$ cat config.mk
export PLATFORM = sky130hd
export DESIGN_NAME = wk_device_flat
export DESIGN_NICKNAME = d
export VERILOG_FILES = /design/src/logic/wk_pkg.sv /design/src/logic/wk_bus_if.sv /design/src/logic/wk_device.sv /design/src/flat_wrapper.sv
export SDC_FILE = /design/constraint.sdc
export NUM_CORES = 1
export LEC_CHECK = 0
export BUFFER_PORTS_ARGS = -buffer_cell sky130_fd_sc_hd__buf_4
export CAP_MARGIN = 30
export CORE_MARGIN = 3
export CORE_UTILIZATION = 46
export CTS_BUF_LIST = sky130_fd_sc_hd__clkbuf_8
export DETAILED_ROUTE_END_ITERATION = 10
export PLACE_DENSITY = 0.78
export SLEW_MARGIN = 5
export SYNTH_ARGS = -nofsm -noshare
export SYNTH_HDL_FRONTEND = slang
export SYNTH_SLANG_ARGS = --single-unit
$ cat constraint.sdc
create_clock -name mclk -period 1.95 [get_ports mclk]
set_input_delay 0.195 -clock mclk [delete_from_list [all_inputs] [get_ports mclk]]
set_output_delay 0.195 -clock mclk [all_outputs]
set_load 0.01 [all_outputs]
$ cat src/logic/wk_pkg.sv
/*
 * Shared constants for the wake event status and indication block:
 * register offsets, field positions, reset values, encodings and timing.
 * Assumes a single 10 MHz clock shared by both ends of the host bus.
 */
// Notes on behaviour
// - Wake cause: 01 energy, 10 frame, 11 both
// - Writing one clears a cause bit
// - Clearing works only when ready in full power
// - Cause bit stays while its source active
// - Pulse mode: output active for 50 ms
// - Static mode: output held until deactivated
// - Clearing causes or enables deactivates output
// - Polarity bit picks active level, resets zero
// - Open-drain buffer forces active low output
// - Output driven only while enable bit set
// - Output enable never gates wake interrupt
// - Read-only ready flag at bit zero
// - Power control register readable in every state
// - Host avoids other addresses while not ready
// - Host reads only config and power registers
// - Host issues soft reset only once ready
// - Power state: 00 full, 01 frame, 10 energy
// - Enabled events drive output and interrupt
// - Byte test write wakes; host writes nothing else
package wk_pkg;
	// ----------------------------------------------------------------
	// Register map
	// ----------------------------------------------------------------
	localparam logic [7:0] ADDR_BYTE_TEST = 8'h64;
	localparam logic [7:0] ADDR_HW_CONFIG = 8'h74;
	localparam logic [7:0] ADDR_POWER_CONTROL = 8'h84;
	localparam logic [31:0] BYTE_TEST_VALUE = 32'h8765_4321;

	// ----------------------------------------------------------------
	// Power control register fields, plus the hardware config soft reset bit
	// ----------------------------------------------------------------
	localparam int POS_READY = 0;
	localparam int POS_OUT_EN = 1;
	localparam int POS_POLARITY = 2;
	localparam int POS_PULSE_SEL = 3;
	localparam int POS_CAUSE = 4;
	localparam int POS_BUF_TYPE = 6;
	localparam int POS_ENERGY_DETECT_WAKE_ENABLE = 8;
	localparam int POS_LAN_WAKE_ENABLE = 9;
	localparam int POS_PSEL = 12;
	localparam int POS_SOFT_RESET = 0;

	typedef enum logic [1:0] {
		PSEL_FULL_POWER = 2'h0,
		PSEL_FRAME_WAKE = 2'h1,
		PSEL_ENERGY_DETECT = 2'h2,
		PSEL_RESERVED = 2'h3
	} wk_psel_type;

	localparam logic [1:0] CAUSE_ENERGY = 2'h1;
	localparam logic [1:0] CAUSE_FRAME = 2'h2;
	localparam logic [1:0] CAUSE_RESET = 2'h0;
	localparam logic CTRL_BIT_RESET = 1'h0;

	// ----------------------------------------------------------------
	// Timing
	// ----------------------------------------------------------------
	localparam int CLK_HZ = 10_000_000;
	localparam int WAKE_PULSE_MS = 50;
	localparam int WAKE_PULSE_CYCLES = WAKE_PULSE_MS * (CLK_HZ / 1000);
	localparam int SETTLE_CYCLES = 16;
endpackage

$ cat src/logic/wk_bus_if.sv
/*
 * Host bus and wake pin between the host and the controller.
 * Assumes both ends share mclk and reset_n; the wake line has a pull-up.
 */
`timescale 1ns/1ps
interface wk_bus_if (
	input wire logic mclk,
	input wire logic reset_n
);
	logic req;
	logic we;
	logic [7:0] addr;
	logic [31:0] wdata;
	logic ack;
	logic [31:0] rdata;
	logic wake_out;
	logic wake_oe;
	logic wake_interrupt;
	logic wake_level;

	// Resolved wake line level, pulled up when nobody drives it
	assign wake_level = wake_oe ? wake_out : 1'b1;

	modport device (
		input mclk, reset_n, req, we, addr, wdata,
		output ack, rdata, wake_out, wake_oe, wake_interrupt
	);
	modport host (
		input mclk, reset_n, ack, rdata, wake_level, wake_interrupt,
		output req, we, addr, wdata
	);
endinterface

$ cat src/logic/wk_device.sv
/*
 * Controller end: power control register, wake cause status,
 * wake event output shaping and the device ready flag.
 * Assumes the host presents one-cycle requests on the shared bus and
 * that the wake detectors deliver level event signals on mclk.
 */
`timescale 1ns/1ps
module wk_device #(
	parameter int PULSE_CYCLES = wk_pkg::WAKE_PULSE_CYCLES,
	parameter int SETTLE = wk_pkg::SETTLE_CYCLES
) (
	wk_bus_if.device bus,
	input wire logic lan_wake_event,
	input wire logic energy_event,
	input wire logic [31:0] hw_config_in,
	output logic [1:0] power_state_select,
	output logic soft_reset_request
);
	import wk_pkg::*;

	localparam int PW = $clog2(PULSE_CYCLES + 1);
	localparam int SW = $clog2(SETTLE + 1);

	logic ready_q;
	logic [SW-1:0] settle_q;
	logic [1:0] psel_q;
	logic lan_wake_enable_q;
	logic energy_detect_wake_enable_q;
	logic wake_output_buffer_type_q;
	logic wake_output_pulse_select_q;
	logic wake_output_polarity_q;
	logic wake_output_enable_q;
	logic [1:0] wake_cause_status_q;
	logic [1:0] wake_cause_status_d;
	logic [PW-1:0] pulse_q;
	logic [1:0] source_q;
	logic ack_q;
	logic [31:0] rdata_q;
	logic soft_reset_q;
	logic [1:0] source;
	logic [1:0] armed;
	logic [1:0] armed_d;
	logic detect;
	logic wr;
	logic ctl_wr;
	logic cause_clear_ok;
	logic wake_req;
	logic active;
	logic pulse_on;
	logic [31:0] ctl_view;

	// ----------------------------------------------------------------
	// Decode
	// ----------------------------------------------------------------
	assign wr = bus.req && bus.we;
	assign ctl_wr = wr && bus.addr == ADDR_POWER_CONTROL && ready_q;
	assign wake_req = wr && bus.addr == ADDR_BYTE_TEST && psel_q != PSEL_FULL_POWER;
	assign cause_clear_ok = ctl_wr && psel_q == PSEL_FULL_POWER;

	// Enabled event sources, frame in bit 1, energy in bit 0
	assign source = {lan_wake_event & lan_wake_enable_q,
		energy_event & energy_detect_wake_enable_q};
	assign detect = |(source & ~source_q);

	// ----------------------------------------------------------------
	// Ready flag and power state
	// ----------------------------------------------------------------
	// Settle count after reset or wake before the device is accessible
	always_ff @(posedge bus.mclk) begin
		if (!bus.reset_n) begin
			settle_q <= '0;
			ready_q <= CTRL_BIT_RESET;
		end else if (ctl_wr && bus.wdata[POS_PSEL +: 2] != PSEL_FULL_POWER
				&& bus.wdata[POS_PSEL +: 2] != PSEL_RESERVED) begin
			settle_q <= '0;
			ready_q <= 1'b0;
		end else if (psel_q == PSEL_FULL_POWER && !ready_q) begin
			if (settle_q == SW'(SETTLE)) begin
				ready_q <= 1'b1;
			end else begin
				settle_q <= settle_q + 1'b1;
			end
		end
	end

	// Power state select clears itself on a byte test wake
	always_ff @(posedge bus.mclk) begin
		if (!bus.reset_n) begin
			psel_q <= PSEL_FULL_POWER;
		end else if (wake_req) begin
			psel_q <= PSEL_FULL_POWER;
		end else if (ctl_wr && bus.wdata[POS_PSEL +: 2] != PSEL_RESERVED) begin
			psel_q <= bus.wdata[POS_PSEL +: 2];
		end
	end

	// ----------------------------------------------------------------
	// Configuration bits
	// ----------------------------------------------------------------
	always_ff @(posedge bus.mclk) begin
		if (!bus.reset_n) begin
			lan_wake_enable_q <= CTRL_BIT_RESET;
			energy_detect_wake_enable_q <= CTRL_BIT_RESET;
			wake_output_buffer_type_q <= CTRL_BIT_RESET;
			wake_output_pulse_select_q <= CTRL_BIT_RESET;
			wake_output_polarity_q <= CTRL_BIT_RESET;
			wake_output_enable_q <= CTRL_BIT_RESET;
		end else if (ctl_wr) begin
			lan_wake_enable_q <= bus.wdata[POS_LAN_WAKE_ENABLE];
			energy_detect_wake_enable_q <= bus.wdata[POS_ENERGY_DETECT_WAKE_ENABLE];
			wake_output_buffer_type_q <= bus.wdata[POS_BUF_TYPE];
			wake_output_pulse_select_q <= bus.wdata[POS_PULSE_SEL];
			wake_output_polarity_q <= bus.wdata[POS_POLARITY];
			wake_output_enable_q <= bus.wdata[POS_OUT_EN];
		end
	end

	// ----------------------------------------------------------------
	// Wake cause status
	// ----------------------------------------------------------------
	// Live sources set their bit and win over a clear in the same cycle
	always_comb begin
		wake_cause_status_d = wake_cause_status_q;
		if (cause_clear_ok) begin
			wake_cause_status_d = wake_cause_status_q & ~bus.wdata[POS_CAUSE +: 2];
		end
		if (source[1]) begin
			wake_cause_status_d = wake_cause_status_d | CAUSE_FRAME;
		end
		if (source[0]) begin
			wake_cause_status_d = wake_cause_status_d | CAUSE_ENERGY;
		end
	end

	always_ff @(posedge bus.mclk) begin
		if (!bus.reset_n) begin
			wake_cause_status_q <= CAUSE_RESET;
			source_q <= 2'h0;
		end else begin
			wake_cause_status_q <= wake_cause_status_d;
			source_q <= source;
		end
	end

	// ----------------------------------------------------------------
	// Wake output shaping
	// ----------------------------------------------------------------
	// Causes still backed by their enables keep the output alive
	assign armed = wake_cause_status_q & {lan_wake_enable_q, energy_detect_wake_enable_q};
	// Same test on the next cause value, so the very first event can load the timer
	assign armed_d = wake_cause_status_d & {lan_wake_enable_q, energy_detect_wake_enable_q};

	// Pulse timer restarts only once idle, so a new event never stretches a pulse; losing every armed cause ends it early
	always_ff @(posedge bus.mclk) begin
		if (!bus.reset_n) begin
			pulse_q <= '0;
		end else if (armed_d == 2'h0) begin
			pulse_q <= '0;
		end else if (pulse_q != '0) begin
			pulse_q <= pulse_q - 1'b1;
		end else if (detect && wake_output_pulse_select_q) begin
			pulse_q <= PW'(PULSE_CYCLES);
		end
	end

	assign pulse_on = pulse_q != '0;
	assign active = wake_output_pulse_select_q ? (pulse_on && armed != 2'h0) : (armed != 2'h0);

	// Pin drive: open drain pulls low only, push-pull follows polarity
	always_comb begin
		if (!wake_output_enable_q) begin
			bus.wake_oe = 1'b0;
			bus.wake_out = 1'b0;
		end else if (!wake_output_buffer_type_q) begin
			bus.wake_oe = active;
			bus.wake_out = 1'b0;
		end else begin
			bus.wake_oe = 1'b1;
			bus.wake_out = wake_output_polarity_q ? active : !active;
		end
	end

	// Interrupt ignores the external output enable
	assign bus.wake_interrupt = armed != 2'h0;

	// ----------------------------------------------------------------
	// Read path and soft reset strobe
	// ----------------------------------------------------------------
	always_comb begin
		ctl_view = 32'h0;
		ctl_view[POS_PSEL +: 2] = psel_q;
		ctl_view[POS_LAN_WAKE_ENABLE] = lan_wake_enable_q;
		ctl_view[POS_ENERGY_DETECT_WAKE_ENABLE] = energy_detect_wake_enable_q;
		ctl_view[POS_BUF_TYPE] = wake_output_buffer_type_q;
		ctl_view[POS_CAUSE +: 2] = wake_cause_status_q;
		ctl_view[POS_PULSE_SEL] = wake_output_pulse_select_q;
		ctl_view[POS_POLARITY] = wake_output_polarity_q;
		ctl_view[POS_OUT_EN] = wake_output_enable_q;
		ctl_view[POS_READY] = ready_q;
	end

	// Every request is answered one cycle later; power control in any state
	always_ff @(posedge bus.mclk) begin
		if (!bus.reset_n) begin
			ack_q <= 1'b0;
			rdata_q <= 32'h0;
		end else begin
			ack_q <= bus.req;
			if (bus.req && !bus.we) begin
				unique case (bus.addr)
					ADDR_POWER_CONTROL: rdata_q <= ctl_view;
					ADDR_HW_CONFIG: rdata_q <= hw_config_in;
					ADDR_BYTE_TEST: rdata_q <= BYTE_TEST_VALUE;
					default: rdata_q <= 32'h0;
				endcase
			end
		end
	end

	// Soft reset strobe from a hardware config write when accessible
	always_ff @(posedge bus.mclk) begin
		if (!bus.reset_n) begin
			soft_reset_q <= 1'b0;
		end else begin
			soft_reset_q <= wr && ready_q && bus.addr == ADDR_HW_CONFIG && bus.wdata[POS_SOFT_RESET];
		end
	end

	assign bus.ack = ack_q;
	assign bus.rdata = rdata_q;
	assign power_state_select = psel_q;
	assign soft_reset_request = soft_reset_q;
endmodule

$ cat src/flat_wrapper.sv
// flat-port wrapper written by rule: the top's interface ports become plain ports
module wk_device_flat import wk_pkg::*;
#(
	parameter int PULSE_CYCLES = wk_pkg::WAKE_PULSE_CYCLES,
	parameter int SETTLE = wk_pkg::SETTLE_CYCLES
)
  (lan_wake_event, energy_event, hw_config_in, power_state_select, soft_reset_request, mclk, reset_n, bus_req, bus_we, bus_addr, bus_wdata, bus_ack, bus_rdata, bus_wake_out, bus_wake_oe, bus_wake_interrupt);
  wk_bus_if bus_i (.mclk(mclk), .reset_n(reset_n));
  input wire logic lan_wake_event;
  input wire logic energy_event;
  input wire logic [31:0] hw_config_in;
  output logic [1:0] power_state_select;
  output logic soft_reset_request;
  input wire logic mclk;
  input wire logic reset_n;
  input wire logic [$bits(bus_i.req)-1:0] bus_req;
  input wire logic [$bits(bus_i.we)-1:0] bus_we;
  input wire logic [$bits(bus_i.addr)-1:0] bus_addr;
  input wire logic [$bits(bus_i.wdata)-1:0] bus_wdata;
  output wire logic [$bits(bus_i.ack)-1:0] bus_ack;
  output wire logic [$bits(bus_i.rdata)-1:0] bus_rdata;
  output wire logic [$bits(bus_i.wake_out)-1:0] bus_wake_out;
  output wire logic [$bits(bus_i.wake_oe)-1:0] bus_wake_oe;
  output wire logic [$bits(bus_i.wake_interrupt)-1:0] bus_wake_interrupt;
  assign bus_i.req = bus_req;
  assign bus_i.we = bus_we;
  assign bus_i.addr = bus_addr;
  assign bus_i.wdata = bus_wdata;
  assign bus_ack = bus_i.ack;
  assign bus_rdata = bus_i.rdata;
  assign bus_wake_out = bus_i.wake_out;
  assign bus_wake_oe = bus_i.wake_oe;
  assign bus_wake_interrupt = bus_i.wake_interrupt;
  wk_device #(.PULSE_CYCLES(PULSE_CYCLES), .SETTLE(SETTLE)) u_core (.bus(bus_i), .lan_wake_event(lan_wake_event), .energy_event(energy_event), .hw_config_in(hw_config_in), .power_state_select(power_state_select), .soft_reset_request(soft_reset_request));
endmodule
==> flow_summary_export.csv <==
group,metric,value,unit
global_route,grt_busiest_layer,"met2",
die,initial_utilization,49.1,%
logic_synthesis,synth_fp_nets,449,
logic_synthesis,synth_area_per_cell,8.76,sq um
sta,finalMaxSlewViolations,0,
clocking,path_clk_slew,0.08,ns
placement,post-dp-hpwl,6640,um
logic_synthesis,ys_seq_area_share,44.1,%
clocking,cts_buffer_depth,2,
worst_setup_path,rr_endpoint,"u_core.pulse_q[15]$_SDFFE_PP0P_",
placement,gp_congestion,0.851,
final_layout,syn_to_final_growth,44.6,%
routing,dr.pass1.iters,5,
pwr,p_leak,2.03,nW
worst_setup_path,r2r-start,"u_core.pulse_q[4]$_SDFFE_PP0P_",
global_route,met2_usage,37.8,%
outcome,failed_checks,"negative setup slack",
final_layout,n_antenna_cell,0,
worst_setup_path,max_stage_delay,0.56,ns
sta,timing.fmax,0.452,GHz
die,die_area,0.00805,sq mm
worst_setup_path,cp-end-kind,"output pin",
worst_setup_path,crit_arrival,2.02,ns
logic_synthesis,async_flop_share,0,%
worst_setup_path,slowest_stage,"or4_4",
sta,worst_pin_slew,0.701,ns
worst_setup_path,crit_buf_inv,1,
routing,drt-wirelength-per-cell,15.7,um
logic_synthesis,dominantRegCellSynth,"dfxtp_1",
logic_synthesis,syn-instance-count,368,
global_route,antenna_found_initial,0,
die,rows,29,
routing,vias_per_cell,5.32,
sta,rsz0062_at_grt,"yes",
global_route,grt_max_degree,39,
sta,hold_ws,0.0883,ns
die,die_w,89.7,um
sta,fin_crit_sh,114,%
global_route,grt_pass1_vias,3107,
sta,period_needed,2.21,ns
routing,ant_nets,0,
sta,setup_viol,8,
routing,wirelength,9350,um
clocking,cts.sinks,71,
global_route,grt_util_met3,5.43,%
logic_synthesis,synth-seq-cells,71,
logic_synthesis,synth_edf_count,0,
die,die_h,89.7,um
final_layout,final_common_cell,"buf_4",
placement,io_buffers,95,
flow_run,maxCapViolCount,0,
clocking,tritoncts,"built",
logic_synthesis,synth_area,0.00322,sq mm
hold_path,hold_depth,3,
routing,routed-via-count,3168,
final_layout,layout_common_cells,"buf_4, dfxtp_1, nand2_1",
hold_path,min_path_type,"in2reg",
clocking,root_buffer,"clkbuf_8",
die,ioPinCount,117,
worst_setup_path,reg2regPathDepth,6,
routing,drc,0,
worst_setup_path,cp-start-kind,"flop",
logic_synthesis,yosysWarnings,0,
worst_setup_path,required,1.75,ns
clocking,ctsHtreeMaxLevel,3,
pwr,p_total,3.04,mW
sta,skew,0.00906,ns
logic_synthesis,netlist-cell-type-count,49,
global_route,grt_pass1_wl,15100,um
sta,fin_ws,-0.264,ns
worst_setup_path,path_cells,"or4_4 > nor3_4 > a31oi_4 > xnor2_2 > and3_4 > buf_6",
die,core,0.00657,sq mm
worst_setup_path,r2r_slack,-0.10,ns
worst_setup_path,crit_type,"reg2out",
pwr,powerDensity,653,mW/mm^2
hold_path,hold_start,"bus_wdata[2]",
worst_setup_path,cp_max_fo,2,
pwr,max-vdd-ir-drop,0.381,mV
clocking,clock_latency,0.36,ns
sta,slew_headroom,52.8,%
worst_setup_path,cp_top_family,"simple AND/OR/NAND/NOR gates",
final_layout,layout.nets,578,
placement,place_ws,-0.00716,ns
global_route,grt.met1_usage,27.7,%
outcome,outcome,"finished, violations left",
clocking,postCtsHoldBufs,0,
final_layout,drive_gt1_share,35.9,%
global_route,gr-total-overflow,0,
sta,finalHoldViolCount,0,
hold_path,min_to,"u_core.wake_output_polarity_q$_SDFFE_PN0P_",
clocking,cts_buffers,9,
global_route,track_usage,22.9,%
routing,first_iter_violations,130,
## logic make-up (layout without fill, tap and decap cells)
| group | count (synthesis) | count (layout) | share of synthesized area [%] |
|---|---|---|---|
| compound gates | 82 | 82 | 17.7 |
| buf+inv | 27 | 161 | 3.42 |
| simple gates | 163 | 163 | 27.3 |
| mux | 8 | 8 | 2.48 |
| flops | 71 | 71 | 44.1 |
| fa+ha+maj | 3 | 3 | 1.16 |
| xor+xnor | 14 | 14 | 3.80 |
## layout make-up
cell class,count,area (sq um)
Fill cell,502,1910
Multi-Input combinational cell,270,1810
Sequential cell,71,1420
Timing Repair Buffer,137,1050
Clock buffer,10,138
Tap cell,93,116
Clock inverter,6,85.1
Inverter,8,30.0
## registers in the layout, indices dropped and copies added (netlist names)
signal	cells
u_core.wake_output_enable_q	1
u_core.pulse_q	19
u_core.wake_output_buffer_type_q	1
u_core.source_q	2
u_core.soft_reset_request	1
u_core.power_state_select	2
u_core.settle_q	5
u_core.lan_wake_enable_q	1
u_core.bus.ack	1
u_core.wake_cause_status_q	2
u_core.ready_q	1
u_core.wake_output_polarity_q	1
u_core.bus.rdata	32
u_core.wake_output_pulse_select_q	1
u_core.energy_detect_wake_enable_q	1
## worst register-to-register path, delay by kind of cell (launching register included)
family | cells | cell delay (ns)
compound gates | 1 | 0.31
buf+inv | 1 | 0.17
simple gates | 4 | 1.13
flops | 1 | 0.33
## worst max path at each step
stage / end / slack [ns] / startpoint / cells after the start
floorplan: bus_wake_out / 0.01 / u_core.pulse_q[10]$_SDFFE_PP0P_ / 6
global placement: u_core.pulse_q[0]$_SDFFE_PP0P_ / 0.01 / bus_addr[1] / 7
detailed placement: u_core.pulse_q[0]$_SDFFE_PP0P_ / -0.007 / bus_addr[1] / 7
CTS: bus_wake_out / -0.26 / u_core.pulse_q[18]$_SDFFE_PP0P_ / 6
global route: bus_wake_out / -0.37 / u_core.pulse_q[10]$_SDFFE_PP0P_ / 6
finish: bus_wake_out / -0.26 / u_core.pulse_q[10]$_SDFFE_PP0P_ / 6
## stage by stage
| stage | TNS, ns | utilization, % | cell area, sq um | instances |
|---|---|---|---|---|
| after floorplan | 0 | - | 3230 | 368 |
| after global placement | 0 | 65.1 | 4270 | 575 |
| after detailed placement | -0.00716 | 65.1 | 4270 | 575 |
| after CTS | -0.390 | 69.3 | 4550 | 592 |
| after global routing | -1.77 | 70.9 | 4660 | 595 |
| final | -0.895 | 70.9 | 4660 | 595 |
## per-layer routing
layer | routed length [um] | part of all wire [%]
met1 | 3770 | 40
met2 | 4720 | 50
met3 | 594 | 6.4
met4 | 263 | 2.8
met5 | 0 | 0
## timing repair
item                                    CTS  global route
endpoints found under the hold margin     0             0
pin swaps                                 5             7
buffers inserted                          1             4
endpoints found under the setup margin    4            10
resized for setup                        11            15
## Yosys cell counts (7+ instances only)
library cell / count / share of area (%)
dfxtp_1: 71 / 44
nand2_1: 39 / 4.5
nor2_1: 36 / 4.2
o21ai_0: 23 / 3.6
nand3_1: 21 / 3.3
a21boi_0: 16 / 3.7
clkbuf_1: 15 / 1.7
xnor2_1: 11 / 3.0
a21oi_1: 9 / 1.4
and2_1: 8 / 1.6
inv_1: 8 / 0.93
mux2i_1: 8 / 2.5
nor2b_1: 8 / 1.6
nor3b_1: 8 / 1.9
a221oi_1: 7 / 1.9
a31oi_1: 7 / 1.4
nor3_1: 7 / 1.1
## power breakdown
| group | leakage [nW] | switching, mW | internal (mW) | total, mW |
|---|---|---|---|---|
| combinational | 1.34 | 0.101 | 0.129 | 0.230 |
| clock | 0.114 | 0.579 | 0.751 | 1.33 |
| sequential | 0.575 | 0.0140 | 1.47 | 1.48 |
| total | 2.03 | 0.694 | 2.35 | 3.04 |
No activity file was read; power rests on OpenSTA's default activity.
